File: src/hw/dtsr_pkg.sv
package dtsr_pkg;
  // Register addresses, byte-wide register index
  localparam logic [7:0] DTSR_ADDR_GLOBAL = 8'h20; // Global action trigger
  localparam logic [7:0] DTSR_ADDR_CHACT  = 8'h21; // Channel action trigger
  localparam logic [7:0] DTSR_ADDR_GSTAT  = 8'h22; // General status / ident
  localparam logic [7:0] DTSR_ADDR_CMPST  = 8'h23; // Comparator status
  localparam logic [7:0] DTSR_ADDR_PINCFG = 8'h24; // Pin function config

  // Global trigger field layout
  localparam int DTSR_KEY_HI   = 15;
  localparam int DTSR_KEY_LO   = 12;
  localparam int DTSR_RST_HI   = 11;
  localparam int DTSR_RST_LO   = 8;
  localparam int DTSR_LOAD_B   = 7;
  localparam int DTSR_CLR_B    = 6;
  localparam int DTSR_FDUMP_B  = 4;
  localparam int DTSR_PROT_B   = 3;
  localparam int DTSR_ROW_B    = 2;
  localparam int DTSR_NVWR_B   = 1;
  localparam int DTSR_NVRL_B   = 0;
  localparam logic [3:0] DTSR_UNLOCK_CODE = 4'h5; // Unlock password
  localparam logic [3:0] DTSR_RESET_CODE  = 4'ha; // Soft reset code

  // Channel action: four bits per channel, channel 0 in top nibble
  localparam int DTSR_CH_CMPCLR = 3;
  localparam int DTSR_CH_MLO    = 2;
  localparam int DTSR_CH_MHI    = 1;
  localparam int DTSR_CH_RUN    = 0;

  // Status field positions
  localparam int DTSR_OTP_ERR_B  = 15;
  localparam int DTSR_USER_ERR_B = 14;
  localparam int DTSR_BUSY_LO    = 9;
  localparam int DTSR_PROT_FLAG_B = 8;
  localparam int DTSR_WIN_LO     = 4;
  localparam int DTSR_SYNC_LO    = 0;
  localparam logic [15:0] DTSR_RESET_VAL = 16'h0000;

  // Single-cycle action pulses towards the function engines
  typedef struct packed {
    logic       soft_reset;
    logic       load;
    logic       clear;
    logic       fault_dump;
    logic       protect;
    logic       row_read;
    logic       nv_write;
    logic       nv_reload;
    logic       unlock;
    logic [3:0] cmp_clear;
    logic [3:0] margin_low;
    logic [3:0] margin_high;
  } dtsr_pulse_t;

  // Register bus request
  typedef struct packed {
    logic        wr;
    logic        rd;
    logic [7:0]  addr;
    logic [15:0] wdata;
  } dtsr_req_t;
endpackage : dtsr_pkg

File: src/hw/dtsr_regs.sv
`timescale 1ns/100ps
// What this block does
// - Key 0101 in bits 15..12 unlocks device
// - Code 1010 in bits 11..8 soft-resets
// - Load bit updates synchronous-update channels
// - Clear bit forces zero or mid code
// - Fault-dump bit launches dump, self-clears
// - Protect bit launches safe shutdown, self-clears
// - Row-read bit reads one NVM row
// - NVM write bit starts programming, self-clears
// - Nonvolatile_reload_trigger bit reloads map, self-clears
// - Per-channel bit clears latched comparator result
// - Per-channel margin-low trigger, self-clears
// - Per-channel margin-high trigger, self-clears
// - Level bit runs waveform while set
// - OTP CRC error, cleared by reset or soft reset
// - User CRC error, cleared by soft reset
// - Busy bits per channel, host avoids busy
// - Protect-done flag set, clears on read
// - Window results latched per latch enable
// - Synchronised comparator outputs shown directly
// - Clear select: 0 zero, 1 mid scale
// - Sync option gates output update source
// - Latch enable chooses latching window result
module dtsr_regs
  import dtsr_pkg::*;
#(
  parameter int          NCH     = 4,
  parameter logic [7:0]  PART_ID = 8'ha5 // Arbitrary identifier value
) (
  input  wire logic              clk,
  input  wire logic              rst_n,
  input  wire dtsr_req_t         req,
  output logic [15:0]            rdata,
  output logic                   rvalid,
  input  wire logic [NCH-1:0]    clear_target_select,
  input  wire logic [NCH-1:0]    sync_update_en,
  input  wire logic              window_latch_en,
  input  wire logic [NCH-1:0]    chan_busy,
  input  wire logic [NCH-1:0]    window_raw,
  input  wire logic [NCH-1:0]    comparator_sync_out,
  input  wire logic              otp_crc_fail,
  input  wire logic              user_crc_fail,
  input  wire logic              protect_done,
  input  wire logic              data_write,
  input  wire logic [NCH-1:0]    data_write_ch,
  input  wire logic              load_pin_fall,
  output dtsr_pulse_t            pulse_q,
  output logic [NCH-1:0]         output_update_q,
  output logic [NCH-1:0]         clear_mid_q,
  output logic [NCH-1:0]         waveform_run_q,
  output logic [15:0]            pin_function_config_q
);

  logic [15:0]    wdat;           // Write data shorthand
  logic           wr_global;      // Write to global trigger
  logic           wr_chact;       // Write to channel action
  logic           rd_cmp;         // Read of comparator status
  logic           otp_err_q;      // Sticky OTP load error
  logic           user_err_q;     // Sticky user load error
  logic           prot_flag_q;    // Protection completed
  logic [NCH-1:0] win_latch_q;    // Latched window results
  logic [NCH-1:0] win_view;       // Window result shown
  logic [NCH-1:0] cmp_clr;        // Comparator clear this cycle
  logic [NCH-1:0] mlo;            // Margin-low requests
  logic [NCH-1:0] mhi;            // Margin-high requests
  logic           unlock_hit;     // Unlock code written

  assign wdat      = req.wdata;
  assign wr_global = req.wr && (req.addr == DTSR_ADDR_GLOBAL);
  assign wr_chact  = req.wr && (req.addr == DTSR_ADDR_CHACT);
  assign rd_cmp    = req.rd && (req.addr == DTSR_ADDR_CMPST);
  assign unlock_hit = wdat[DTSR_KEY_HI:DTSR_KEY_LO] == DTSR_UNLOCK_CODE;

  // Per-channel field extraction, channel 0 in the top nibble
  always_comb begin
    for (int c = 0; c < NCH; c++) begin
      cmp_clr[c] = wr_chact && wdat[(NCH-1-c)*4 + DTSR_CH_CMPCLR];
      mlo[c]     = wr_chact && wdat[(NCH-1-c)*4 + DTSR_CH_MLO];
      mhi[c]     = wr_chact && wdat[(NCH-1-c)*4 + DTSR_CH_MHI];
    end
  end

  // Global and channel trigger pulses; none is stored, so bits read back as zero
  always_ff @(posedge clk) begin
    if (!rst_n) begin
      pulse_q <= '0;
    end else begin
      pulse_q <= '0; // Every trigger lasts one cycle
      if (wr_global) begin
        pulse_q.unlock     <= unlock_hit;
        pulse_q.soft_reset <= wdat[DTSR_RST_HI:DTSR_RST_LO]
                              == DTSR_RESET_CODE;
        pulse_q.load       <= wdat[DTSR_LOAD_B];
        pulse_q.clear      <= wdat[DTSR_CLR_B];
        pulse_q.fault_dump <= wdat[DTSR_FDUMP_B];
        pulse_q.protect    <= wdat[DTSR_PROT_B];
        pulse_q.row_read   <= wdat[DTSR_ROW_B];
        pulse_q.nv_write   <= wdat[DTSR_NVWR_B];
        pulse_q.nv_reload  <= wdat[DTSR_NVRL_B];
      end
      pulse_q.cmp_clear   <= cmp_clr;
      pulse_q.margin_low  <= mlo;
      pulse_q.margin_high <= mhi;
    end
  end

  // Output update strobes per channel
  always_ff @(posedge clk) begin
    if (!rst_n) begin
      output_update_q <= '0;
      clear_mid_q     <= '0;
    end else begin
      for (int c = 0; c < NCH; c++) begin
        if (sync_update_en[c]) begin
          // Deferred update: pin edge or load strobe only
          output_update_q[c] <= load_pin_fall ||
            (wr_global && wdat[DTSR_LOAD_B]);
        end else begin
          // Immediate update after each data write
          output_update_q[c] <= data_write && data_write_ch[c];
        end
      end
      if (wr_global && wdat[DTSR_CLR_B]) begin
        clear_mid_q <= clear_target_select;
      end
    end
  end

  // Waveform run levels, readable
  always_ff @(posedge clk) begin
    if (!rst_n) begin
      waveform_run_q <= '0;
    end else if (pulse_q.soft_reset) begin
      waveform_run_q <= '0;
    end else if (wr_chact) begin
      for (int c = 0; c < NCH; c++) begin
        waveform_run_q[c] <= wdat[(NCH-1-c)*4 + DTSR_CH_RUN];
      end
    end
  end

  // Load error flags; the set wins over a coincident soft reset
  always_ff @(posedge clk) begin
    if (!rst_n) begin
      otp_err_q  <= 1'b0;
      user_err_q <= 1'b0;
    end else begin
      otp_err_q  <= otp_crc_fail ||
                    (otp_err_q && !pulse_q.soft_reset);
      user_err_q <= user_crc_fail ||
                    (user_err_q && !pulse_q.soft_reset);
    end
  end

  // Protect-done flag, cleared by reading; set wins over the read
  always_ff @(posedge clk) begin
    if (!rst_n) begin
      prot_flag_q <= 1'b0;
    end else if (protect_done) begin
      prot_flag_q <= 1'b1;
    end else if (rd_cmp || pulse_q.protect || pulse_q.soft_reset) begin
      prot_flag_q <= 1'b0; // New run reads 0 until complete
    end
  end

  // Window latch: set by raw result, cleared per channel
  always_ff @(posedge clk) begin
    if (!rst_n) begin
      win_latch_q <= '0;
    end else begin
      for (int c = 0; c < NCH; c++) begin
        win_latch_q[c] <= window_raw[c] ||
          (win_latch_q[c] && !cmp_clr[c]);
      end
    end
  end
  assign win_view = window_latch_en ? win_latch_q
                                    : window_raw;

  // Pin function config, plain storage
  always_ff @(posedge clk) begin
    if (!rst_n) begin
      pin_function_config_q <= DTSR_RESET_VAL;
    end else if (req.wr && (req.addr == DTSR_ADDR_PINCFG)) begin
      pin_function_config_q <= wdat;
    end
  end

  // Read data, one cycle after the request
  always_ff @(posedge clk) begin
    if (!rst_n) begin
      rdata  <= '0;
      rvalid <= 1'b0;
    end else begin
      rvalid <= req.rd;
      rdata  <= '0;
      if (req.rd) begin
        case (req.addr)
          DTSR_ADDR_GLOBAL: rdata <= '0; // Triggers read 0
          DTSR_ADDR_CHACT: begin
            for (int c = 0; c < NCH; c++) begin
              rdata[(NCH-1-c)*4 + DTSR_CH_RUN] <= waveform_run_q[c];
            end
          end
          DTSR_ADDR_GSTAT: begin
            rdata[DTSR_OTP_ERR_B]  <= otp_err_q;
            rdata[DTSR_USER_ERR_B] <= user_err_q;
            rdata[DTSR_BUSY_LO +: NCH] <= chan_busy;
            rdata[7:0] <= PART_ID;
          end
          DTSR_ADDR_CMPST: begin
            rdata[DTSR_PROT_FLAG_B] <= prot_flag_q;
            rdata[DTSR_WIN_LO +: NCH] <= win_view;
            rdata[DTSR_SYNC_LO +: NCH] <= comparator_sync_out;
          end
          DTSR_ADDR_PINCFG: rdata <= pin_function_config_q;
          default: rdata <= '0; // Unmapped reads zero
        endcase
      end
    end
  end

endmodule : dtsr_regs

File: config.mk
export PLATFORM = sky130hd
export DESIGN_NAME = dtsr_regs
export DESIGN_NICKNAME = d
export VERILOG_FILES = /design/src/hw/dtsr_pkg.sv /design/src/hw/dtsr_regs.sv
export SDC_FILE = /design/constraint.sdc
export NUM_CORES = 1
export LEC_CHECK = 0
export BUFFER_PORTS_ARGS = -buffer_cell sky130_fd_sc_hd__buf_2
export CORE_MARGIN = 2
export CORE_UTILIZATION = 30
export DETAILED_ROUTE_END_ITERATION = 7
export PLACE_DENSITY = 0.64
export SLEW_MARGIN = 20
export SYNTH_ARGS = -nofsm -noshare
export SYNTH_HDL_FRONTEND = slang
export SYNTH_SLANG_ARGS = --single-unit
export TNS_END_PERCENT = 5
File: constraint.sdc
create_clock -name clk -period 1.49 [get_ports clk]
set_input_delay 0.2235 -clock clk [delete_from_list [all_inputs] [get_ports clk]]
set_output_delay 0.2235 -clock clk [all_outputs]
set_load 0.01 [all_outputs]
After elaboration in Yosys (flattened, before gate mapping) --
Cells that the tools add are included.
Storage, ports and cells: output and inout bits 66, register bits after elaboration 73, word-level logic and storage cells 93
Operators by class: bitwise logic cells 1, reduce and logical (&&, ||, !) cells 47, equality and inequality tests 7, multiplexer cells 15
Operator list (number):
- $eq A8 B6 Y1 const B | 5
- $logic_and A1 B1 Y1 | 28
- $pmux W3 S3 | 2
- $logic_or A1 B1 Y1 | 9
- $pmux W1 S3 | 3
- $mux W1 | 6
- $pmux W3 S2 | 1
- $logic_not A1 Y1 | 5
- $eq A4 B3 Y1 const B | 1
- $eq A4 B4 Y1 const B | 1
- $mux W4 | 1
- $pmux W1 S4 | 1
- $pmux W2 S2 | 1
- $reduce_and A2 Y1 | 2
- $reduce_and A3 Y1 | 1
- $reduce_bool A2 Y1 | 1
- $reduce_or A2 Y1 | 1
- $not A1 Y1 | 1

Depth between registers and ports, before layout --
Gate-level depths: netlist of run 1.
depth in word-level cells 6, gate-level depth with buffers 5

Least setup slack after synthesis of run 1 --
No wires, ideal clock.
path type input-to-reg, start input port req[19] (netlist name), end register pin_function_config_q[10], data required time 1418 ps, stages 5, setup time 72 ps, path slack 256 ps, data arrival time 1162 ps, path buffers 2, path through nor4b_4 > and4_1 > buf_6 > buf_12 > mux2i_1
Between the ends: cells in the longest elaborated chain, start to end 2
RTL lines:
- start, declared | RTL line dtsr_regs.sv:33 | input wire dtsr_req_t req,
- $eq A8 B6 Y1 | RTL line dtsr_regs.sv:185 | end else if (req.wr && (req.addr == DTSR_ADDR_PINCFG)) begin
- $logic_and A1 B1 Y1 | RTL line dtsr_regs.sv:185
- end signal, assigned | RTL line dtsr_regs.sv:186 | pin_function_config_q <= wdat;
- end, declared | RTL line dtsr_regs.sv:52 | output logic [15:0] pin_function_config_q
Every way passes these cells. A chain may end at the register's enable or synchronous reset.

Final worst setup path of run 1 --
start register pulse_q[20] (netlist name), end output port pulse_q[20] (netlist name)
RTL lines:
- start, declared | RTL line dtsr_regs.sv:48 | output dtsr_pulse_t pulse_q,
No word-level cell between the ends.

==> results.sh, run 1 <==
export IMPL_final_setup_viol_count=0
export IMPL_power_density_nw_per_um2=961
export IMPL_cts_sinks=73
export IMPL_fp_dieH_um=104
export IMPL_start_util_pct=31.0
export IMPL_synth_flop_cell="dfxtp_1"
export IMPL_synth_top_family_by_area="simple AND/OR/NAND/NOR gates"
export IMPL_cellLeakagePower_nw=1.87
export IMPL_mostFrequentLayoutCells="buf_2 (123), dfxtp_1 (73), nand2_1 (53)"
export IMPL_clock_fmax_mhz=808
export IMPL_highest_layer="met4"
export IMPL_antenna_found_initial=0
export IMPL_ys_ff_latch=73
export IMPL_io_buffers=123
export IMPL_cts_root_buf="clkbuf_8"
export IMPL_grt_max_degree=67
export IMPL_wire_per_inst_um=15.1
export IMPL_worst_path_buf_inv=2
export IMPL_critPathTopFamily="flip-flops"
export IMPL_drive_gt1_share_pct=38.0
export IMPL_synth_xor_area_share_pct=0
export IMPL_stdcell_count=572
export IMPL_vias=2708
export IMPL_htreeDepth=3
export IMPL_yosysUniqueCellTypes=41
export IMPL_tns_ns=0
export IMPL_diodes=0
export IMPL_relSlewSlack_pct=67.7
export IMPL_synth_seq_area_share_pct=48.3
export IMPL_insertion_delay_ns=0.35
export IMPL_pre_cts_slack_ns=0.0318
export IMPL_synth_adder_area_share_pct=0
export IMPL_final_nets=492
export IMPL_synth_nets=365
export IMPL_core_rowCount=36
export IMPL_grt_pass1_wl_um=13500
export IMPL_multi_input_area_um2=1420
export IMPL_ant_nets=0
export IMPL_wl_met3_um=629
export IMPL_routed_via_density=4.73
export IMPL_first_iter_violations=86
export IMPL_layout_commonest_cell="buf_2"
export IMPL_worst_slack_ns=0.253
export IMPL_globalRouteTotalUtil_pct=15.9
export IMPL_grt_overflow_total=0
export IMPL_hold_class="input pin to register"
export IMPL_coreArea_um2=9770
export IMPL_cts_buffers_inserted=9
export IMPL_synth_top_cell_area_share_pct=48.3
export IMPL_cts_setup_buffers=0
export IMPL_cts_buffer_depth=2
export IMPL_cp_required_ns=1.27
export IMPL_place_area_um2=3800
export IMPL_drt_met1_wl_um=3780
export IMPL_async_flop_share_pct=0
export IMPL_cts_resized_gates=0
export IMPL_peakVddDrop_v=0.000484
export IMPL_muxShareOfSynthArea_pct=9.43
export IMPL_final_seq_area_um2=1460
export IMPL_fin_skew_ns=0.00939
export IMPL_fin_crit_ns=1.24
export IMPL_nFillCells=1007
export IMPL_syn_area_um2=3030
export IMPL_final_area_um2=4000
export IMPL_crit_fanout=11
export IMPL_yosys_area_share_simple_pct=27.7
export IMPL_gp_congestion=0.814
export IMPL_hpwl_um=6480
export IMPL_period_share_pct=83.0
export IMPL_dpl_cell_count=556
export IMPL_clkTransAtPathRegs_ns=0.08
export IMPL_fp_dieW_um=104
export IMPL_rsz0062_at_grt="no"
export IMPL_synth_edf_count=0
export IMPL_cts_tree="built"
export IMPL_path_cells="buf_4 > buf_2"
export IMPL_cpMaxStageDelayCell="dfxtp_1"
export IMPL_drv_slew=0
export IMPL_met2_length_um=4150
export IMPL_synth_compound_area_share_pct=9.63
export IMPL_ys_warn_count=0
export IMPL_cp_slowest_stage_delay_ns=0.35
export IMPL_netlist_top_cells_area="dfxtp_1 (48%), mux2i_1 (7.9%), nand2_1 (6.6%), nor4b_4 (3.1%), nand3b_1 (2.7%)"
export IMPL_synth_avg_cell_area_um2=9.86
export IMPL_maxCapViolCount=0
export IMPL_drt_first_pass_iters=4
export IMPL_status="completed"
export IMPL_syn2layout_area_growth_pct=32.1
export IMPL_hold_viol=0
export IMPL_end_kind="output port"
export IMPL_critPathLaunchType="register"
export IMPL_routed_wl_um=8650
export IMPL_synth_cells=307
export IMPL_crit_type="register to output port"
export IMPL_synth_area_leader_cell="dfxtp_1"
export IMPL_cts_hold_buffers_added=0
export IMPL_cp_arrival_ns=1.01
export IMPL_grt_pass1_vias=2640
export IMPL_ios=124
export IMPL_worst_pin_slew_ns=0.484
export IMPL_drc=0
export IMPL_dieArea_um2=10900
[path summary, 6_finish.rpt]
path         cells after the start  slack (ns)     endpoint                       from
min reg2reg                      2        0.46    rdata[13]  pin_function_config_q[13]
max reg2reg                      3        0.38  prot_flag_q                pulse_q[20]
max                              2        0.25  pulse_q[20]                pulse_q[20]
min                              2        0.07  pulse_q[12]                    req[13]
[cell usage after synthesis (all sizes together) (4+ instances only)]
library cell / n
a21oi: 8
a22oi: 5
a31oi: 5
and2: 10
and3: 13
and3b: 8
buf: 7
clkbuf: 13
dfxtp: 73
inv: 6
mux2: 4
mux2i: 24
nand2: 53
nand3: 9
nand3b: 11
nand4: 4
nor2: 7
nor2b: 6
nor4b: 5
o211ai: 4
o21ai: 10
[per-layer routing]
| layer | vias up | GRT usage (%) |
|---|---|---|
| met3 | 7 | 5.08 |
| met4 | 0 | 5.21 |
| met5 | - | 0 |
| met2 | 98 | 27.0 |
| li1 | 1334 | - |
| met1 | 1269 | 18.9 |
[final cells by class]
cell class                      instances  share of cell area [%]
Timing Repair Buffer                  136                    18.5
Tap cell                              133                    4.16
Multi-Input combinational cell        208                    35.4
Inverter                                6                   0.563
Clock inverter                          7                    1.78
Sequential cell                        73                    36.5
Clock buffer                            9                    3.10
[through the flow]
stage	util, %	hold slack (ns)	power (mW)
after CTS	40.9	0.0485	3.90
final	40.9	0.0693	3.84
after global placement	38.9	0.432	2.34
after detailed placement	38.9	0.429	2.35
after global routing	40.9	0.0493	4.01
after floorplan	-	0.294	2.17
[cell families after synthesis]
| family | after synthesis |
|---|---|
| compound gates | 44 |
| mux | 28 |
| simple gates | 136 |
| flops | 73 |
| buf+inv | 26 |
[registers in the layout, summed over array words and instances (netlist names), 4 cells and up]
name / flops
clear_mid_q: 4
output_update_q: 4
pin_function_config_q: 16
pulse_q: 21
rdata: 16
waveform_run_q: 4
win_latch_q: 4
[where the power goes]
group | switching, mW | leakage (nW) | internal [mW] | total, mW
registers | 0.00890 | 0.591 | 1.97 | 1.98
logic | 0.177 | 1.19 | 0.146 | 0.323
clock network | 0.770 | 0.0912 | 0.769 | 1.54
total | 0.956 | 1.87 | 2.89 | 3.84
(Power assumes the default switching activity.)
==> run 2, diff against run 1 <==
--- a/config.mk
+++ b/config.mk
@@ -9,7 +9,7 @@
 export CORE_MARGIN = 2
 export CORE_UTILIZATION = 30
 export DETAILED_ROUTE_END_ITERATION = 7
-export PLACE_DENSITY = 0.64
+export PLACE_DENSITY = 0.66
 export SLEW_MARGIN = 20
 export SYNTH_ARGS = -nofsm -noshare
 export SYNTH_HDL_FRONTEND = slang
==> constraint.sdc (replaced) <==
create_clock -name clk -period 1.05 [get_ports clk]
set_input_delay 0.1575 -clock clk [delete_from_list [all_inputs] [get_ports clk]]
set_output_delay 0.1575 -clock clk [all_outputs]
set_load 0.01 [all_outputs]
==> run 2 against run 1 <==
Compared with the run above:
- the run now ends with setup timing left
- critical path depth unchanged
- cell count grew 4.5%
- global-route usage increased by 0.66 points
- clock power is 74% higher
- non-clock buffer count increased by 26
- die area unchanged
- register-to-register slack worse by 0.37 ns
- clock skew is 0.0059 ns lower
- worst hold slack got worse by 0.051 ns
- core utilization increased by 3.9 points
- flip-flop and latch count stayed put
- total power rose by 57%
==> results.sh, run 2 (synthesis gave the netlist of run 1 again) <==
export IMPL_wire_per_inst_um=14.8
export IMPL_critPathLaunchType="register"
export IMPL_largest_register_ffs=21
export IMPL_relSlewSlack_pct=76.7
export IMPL_routed_via_density=4.66
export IMPL_diodes=0
export IMPL_clkTransAtPathRegs_ns=0.08
export IMPL_mostFrequentLayoutCells="buf_2 (115), nand2_1 (53), dfxtp_1 (50)"
export IMPL_period_share_pct=101
export IMPL_fin_crit_ns=1.06
export IMPL_pre_cts_slack_ns=-0.306
export IMPL_gp_congestion=0.851
export IMPL_met2_length_um=4380
export IMPL_cellLeakagePower_nw=2.07
export IMPL_whs_ns=0.0180
export IMPL_drt_first_pass_iters=4
export IMPL_drv_slew=0
export IMPL_ios=124
export IMPL_final_setup_viol_count=3
export IMPL_nFillCells=971
export IMPL_startpoint="pulse_q[20]"
export IMPL_start_util_pct=31.0
export IMPL_min_from="req[13]"
export IMPL_worst_pin_slew_ns=0.345
export IMPL_final_nets=518
export IMPL_status="finished with violations"
export IMPL_regToRegStartpoint="pulse_q[20]"
export IMPL_coreArea_um2=9770
export IMPL_clock_fmax_mhz=943
export IMPL_worst_slack_ns=-0.00990
export IMPL_syn2layout_area_growth_pct=44.7
export IMPL_grt_pass1_vias=2848
export IMPL_cts_tree="built"
export IMPL_vias=2789
export IMPL_violations="setup timing"
export IMPL_dieArea_um2=10900
export IMPL_crit_fanout=2
export IMPL_cts_buffers_inserted=9
export IMPL_rsz0062_at_grt="yes"
export IMPL_routed_wl_um=8850
export IMPL_end_kind="output port"
export IMPL_core_rowCount=36
export IMPL_hold_viol=0
export IMPL_grt_pass1_wl_um=14200
export IMPL_grt_max_degree=35
export IMPL_grt_overflow_total=0
export IMPL_fp_dieH_um=104
export IMPL_cts_hold_buffers_added=0
export IMPL_insertion_delay_ns=0.34
export IMPL_drt_met1_wl_um=3870
export IMPL_cts_buffer_depth=2
export IMPL_antenna_found_initial=0
export IMPL_power_density_nw_per_um2=1370
export IMPL_fin_skew_ns=0.00349
export IMPL_cp_required_ns=0.89
export IMPL_first_iter_violations=54
export IMPL_hold_class="input pin to register"
export IMPL_cp_arrival_ns=0.90
export IMPL_maxCapViolCount=0
export IMPL_peakVddDrop_v=0.000770
export IMPL_wl_met3_um=513
export IMPL_fp_dieW_um=104
export IMPL_crit_type="register to output port"
export IMPL_reg_top3="pulse_q x21, pin_function_config_q x16, rdata x16"
export IMPL_drc=0
export IMPL_layout_commonest_cell="buf_2"
export IMPL_globalRouteTotalUtil_pct=16.6
export IMPL_highest_layer="met4"
export IMPL_htreeDepth=3
export IMPL_regMostFlops="pulse_q"
export IMPL_cts_sinks=73
export IMPL_io_buffers=123
export IMPL_hpwl_um=6730
export IMPL_tns_ns=-0.0187
export IMPL_drive_gt1_share_pct=46.9
export IMPL_cts_root_buf="clkbuf_8"
export IMPL_power_mw=6.01
export IMPL_ant_nets=0
-- run 2: stage by stage --
step                      util [%]  instances  cell area, um2
final                         44.8        598            4380
after global routing          44.8        598            4380
after floorplan                  -        307            3030
after global placement        41.2        582            4020
after detailed placement      41.2        582            4020
after CTS                     44.4        598            4340
-- run 2: worst paths after layout --
path	end	slack [ns]	depth (start not counted)
hold / removal	pulse_q[12]	0.02	2
setup / recovery	pulse_q[20]	-0.01	2
setup reg to reg	prot_flag_q	0.01	3
hold reg to reg	clear_mid_q[3]	0.47	2
-- run 2: what timing repair did --
item	CTS	global route
setup endpoints to repair	14	21
resized for setup	26	16
setup buffers	1	0
pin swaps	1	1
endpoints found under the hold margin	0	0
-- run 2: where the power goes --
part | leakage (nW) | internal [mW] | switching [mW]
registers | 0.603 | 2.79 | 0.0126
clock network | 0.124 | 1.58 | 1.09
logic | 1.34 | 0.266 | 0.267
-- run 2: routing by layer --
layer	global-route usage, %	vias up
met4	4.92	0
met5	0	-
li1	-	1383
met3	5.89	11
met1	19.7	1305
met2	27.9	90
-- run 2: layout make-up --
| cell class | count | area, um2 | area share [%] |
|---|---|---|---|
| Clock buffer | 9 | 124 | 2.83 |
| Clock inverter | 7 | 118 | 2.69 |
| Inverter | 6 | 22.5 | 0.514 |
| Multi-Input combinational cell | 208 | 1430 | 32.6 |
| Sequential cell | 73 | 1500 | 34.1 |
| Tap cell | 133 | 166 | 3.80 |
| Timing Repair Buffer | 162 | 1030 | 23.5 |
-- run 2: critical path, stage by stage, from the launching register on --
cell     delay [ns]
dfxtp_2        0.33
buf_6          0.12
buf_6          0.11
==> run 3, diff against run 2 <==
--- a/config.mk
+++ b/config.mk
@@ -5,11 +5,11 @@
 export SDC_FILE = /design/constraint.sdc
 export NUM_CORES = 1
 export LEC_CHECK = 0
-export BUFFER_PORTS_ARGS = -buffer_cell sky130_fd_sc_hd__buf_2
+export BUFFER_PORTS_ARGS = -buffer_cell sky130_fd_sc_hd__clkbuf_2
 export CORE_MARGIN = 2
 export CORE_UTILIZATION = 30
 export DETAILED_ROUTE_END_ITERATION = 7
-export PLACE_DENSITY = 0.66
+export PLACE_DENSITY = 0.64
 export SLEW_MARGIN = 20
 export SYNTH_ARGS = -nofsm -noshare
 export SYNTH_HDL_FRONTEND = slang
==> constraint.sdc (replaced) <==
create_clock -name clk -period 1.09 [get_ports clk]
set_input_delay 0.1635 -clock clk [delete_from_list [all_inputs] [get_ports clk]]
set_output_delay 0.1635 -clock clk [all_outputs]
set_load 0.01 [all_outputs]
==> run 3 against run 2 <==
Compared with the run above:
- the run now ends clean
- first-iteration DRC count grew 31%
- critical path depth is the same
- non-clock buffer count shrank 2
- die area is the same
- global-route usage shrank 0.31 points
- wire length shrank 1.9%
- worst hold slack lost 0.0011 ns
- cell count shrank 0.50%
- largest power group unchanged
- highest routed layer unchanged
==> results.sh, run 3 (synthesis gave the netlist of run 1 again) <==
export IMPL_status="completed"
export IMPL_cts_root_buf="clkbuf_8"
export IMPL_tns_ns=0
export IMPL_rsz0062_at_grt="yes"
export IMPL_r2r_cells=3
export IMPL_fp_dieW_um=104
export IMPL_whs_endpoint="pulse_q[12]"
export IMPL_globalRouteTotalUtil_pct=16.2
export IMPL_pre_cts_slack_ns=-0.286
export IMPL_grt_overflow_total=0
export IMPL_cpMostUsedCell="buf_6"
export IMPL_fin_crit_ns=1.07
export IMPL_cp_slowest_stage_delay_ns=0.33
export IMPL_dpl_cell_count=576
export IMPL_period_share_pct=98.4
export IMPL_cts_buffer_depth=2
export IMPL_layout_commonest_cell="clkbuf_2"
export IMPL_io_buffers=123
export IMPL_whs_ns=0.0169
export IMPL_final_setup_viol_count=0
export IMPL_drc=0
export IMPL_dieArea_um2=10900
export IMPL_gp_congestion=0.822
export IMPL_stdcell_count=595
export IMPL_vias=2795
export IMPL_htreeDepth=3
export IMPL_path_cells="buf_6 > buf_6"
export IMPL_ant_nets=0
export IMPL_antenna_found_initial=0
export IMPL_wire_per_inst_um=14.6
export IMPL_start_util_pct=31.0
export IMPL_drive_gt1_share_pct=44.4
export IMPL_crit_fanout=7
export IMPL_cellLeakagePower_nw=1.96
export IMPL_end_kind="output port"
export IMPL_syn2layout_area_growth_pct=39.6
export IMPL_cts_hold_buffers_added=0
export IMPL_r2r_end="prot_flag_q"
export IMPL_worst_pin_slew_ns=0.506
export IMPL_final_nets=516
export IMPL_hold_class="input pin to register"
export IMPL_maxCapViolCount=0
export IMPL_reg2reg_slack_ns=0.04
export IMPL_cp_arrival_ns=0.91
export IMPL_min_from="req[13]"
export IMPL_routed_via_density=4.70
export IMPL_startpoint="pulse_q[20]"
export IMPL_grt_pass1_wl_um=13900
export IMPL_cts_sinks=73
export IMPL_regToRegStartpoint="pulse_q[20]"
export IMPL_place_area_um2=3950
export IMPL_insertion_delay_ns=0.35
export IMPL_cp_required_ns=0.93
export IMPL_worst_slack_ns=0.0170
export IMPL_drv_slew=0
export IMPL_power_mw=5.32
export IMPL_first_iter_violations=71
export IMPL_finish_utilization_pct=43.2
export IMPL_crit_type="register to output port"
export IMPL_clkTransAtPathRegs_ns=0.07
export IMPL_drt_first_pass_iters=4
export IMPL_clock_fmax_mhz=932
export IMPL_final_area_um2=4230
export IMPL_regMostFlops="pulse_q"
export IMPL_fp_dieH_um=104
export IMPL_diodes=0
export IMPL_largest_register_ffs=21
export IMPL_power_density_nw_per_um2=1260
export IMPL_hpwl_um=6760
export IMPL_cpMaxStageDelayCell="dfxtp_2"
export IMPL_ios=124
export IMPL_cts_tree="built"
export IMPL_fin_skew_ns=0.00737
export IMPL_grt_max_degree=25
export IMPL_peakVddDrop_v=0.000600
export IMPL_grt_pass1_vias=2788
export IMPL_cts_buffers_inserted=9
export IMPL_reg_top3="pulse_q x21, pin_function_config_q x16, rdata x16"
export IMPL_relSlewSlack_pct=66.2
export IMPL_routed_wl_um=8690
export IMPL_coreArea_um2=9770
export IMPL_hold_viol=0
export IMPL_min_path_cells=2
export IMPL_critPathLaunchType="register"
export IMPL_core_rowCount=36
export IMPL_mostFrequentLayoutCells="clkbuf_2 (122), dfxtp_1 (59), nand2_1 (53)"
## run 3: how the worst max path moves through the flow
stage | to | slack (ns) | cells after the start
finish | pulse_q[20] | 0.02 | 2
global route | pin_function_config_q[4] | -0.02 | 2
CTS | pulse_q[20] | -0.04 | 2
detailed placement | pin_function_config_q[8] | -0.29 | 5
global placement | pulse_q[12] | -0.24 | 4
floorplan | pin_function_config_q[10] | -0.08 | 5
## run 3: timing repair
action,in CTS,in global routing
pin swaps,0,1
gates resized for setup,6,14
buffers inserted,0,4
endpoints found under the setup margin,5,11
## run 3: worst max-delay path: cells and delay by family (launching register included)
kind	cells	cell delay, ns
flip-flops	1	0.33
buffers and inverters	2	0.24
## run 3: layer usage
layer	track usage (%)	wire length [um]	vias to the layer above
li1	-	-	1383
met1	18.8	3680	1297
met2	27.8	4170	106
met3	6.14	751	9
met4	4.83	85	0
met5	0	0	-
## run 3: layout make-up
| class | instances | area [um2] |
|---|---|---|
| flip-flops and latches | 73 | 1480 |
| repair buffers | 160 | 932 |
| well taps | 133 | 166 |
| clock inverters | 5 | 56.3 |
| fillers | 964 | 5550 |
| inverters | 6 | 22.5 |
| clock buffers | 10 | 138 |
| multi-input cells | 208 | 1430 |
## run 3: power breakdown
group          internal [mW]  leakage [nW]  switching (mW)  total [mW]
registers               2.70         0.598          0.0117        2.71
logic                  0.241          1.27           0.254       0.495
clock network           1.10        0.0981            1.01        2.12
total                   4.04          1.96            1.28        5.32
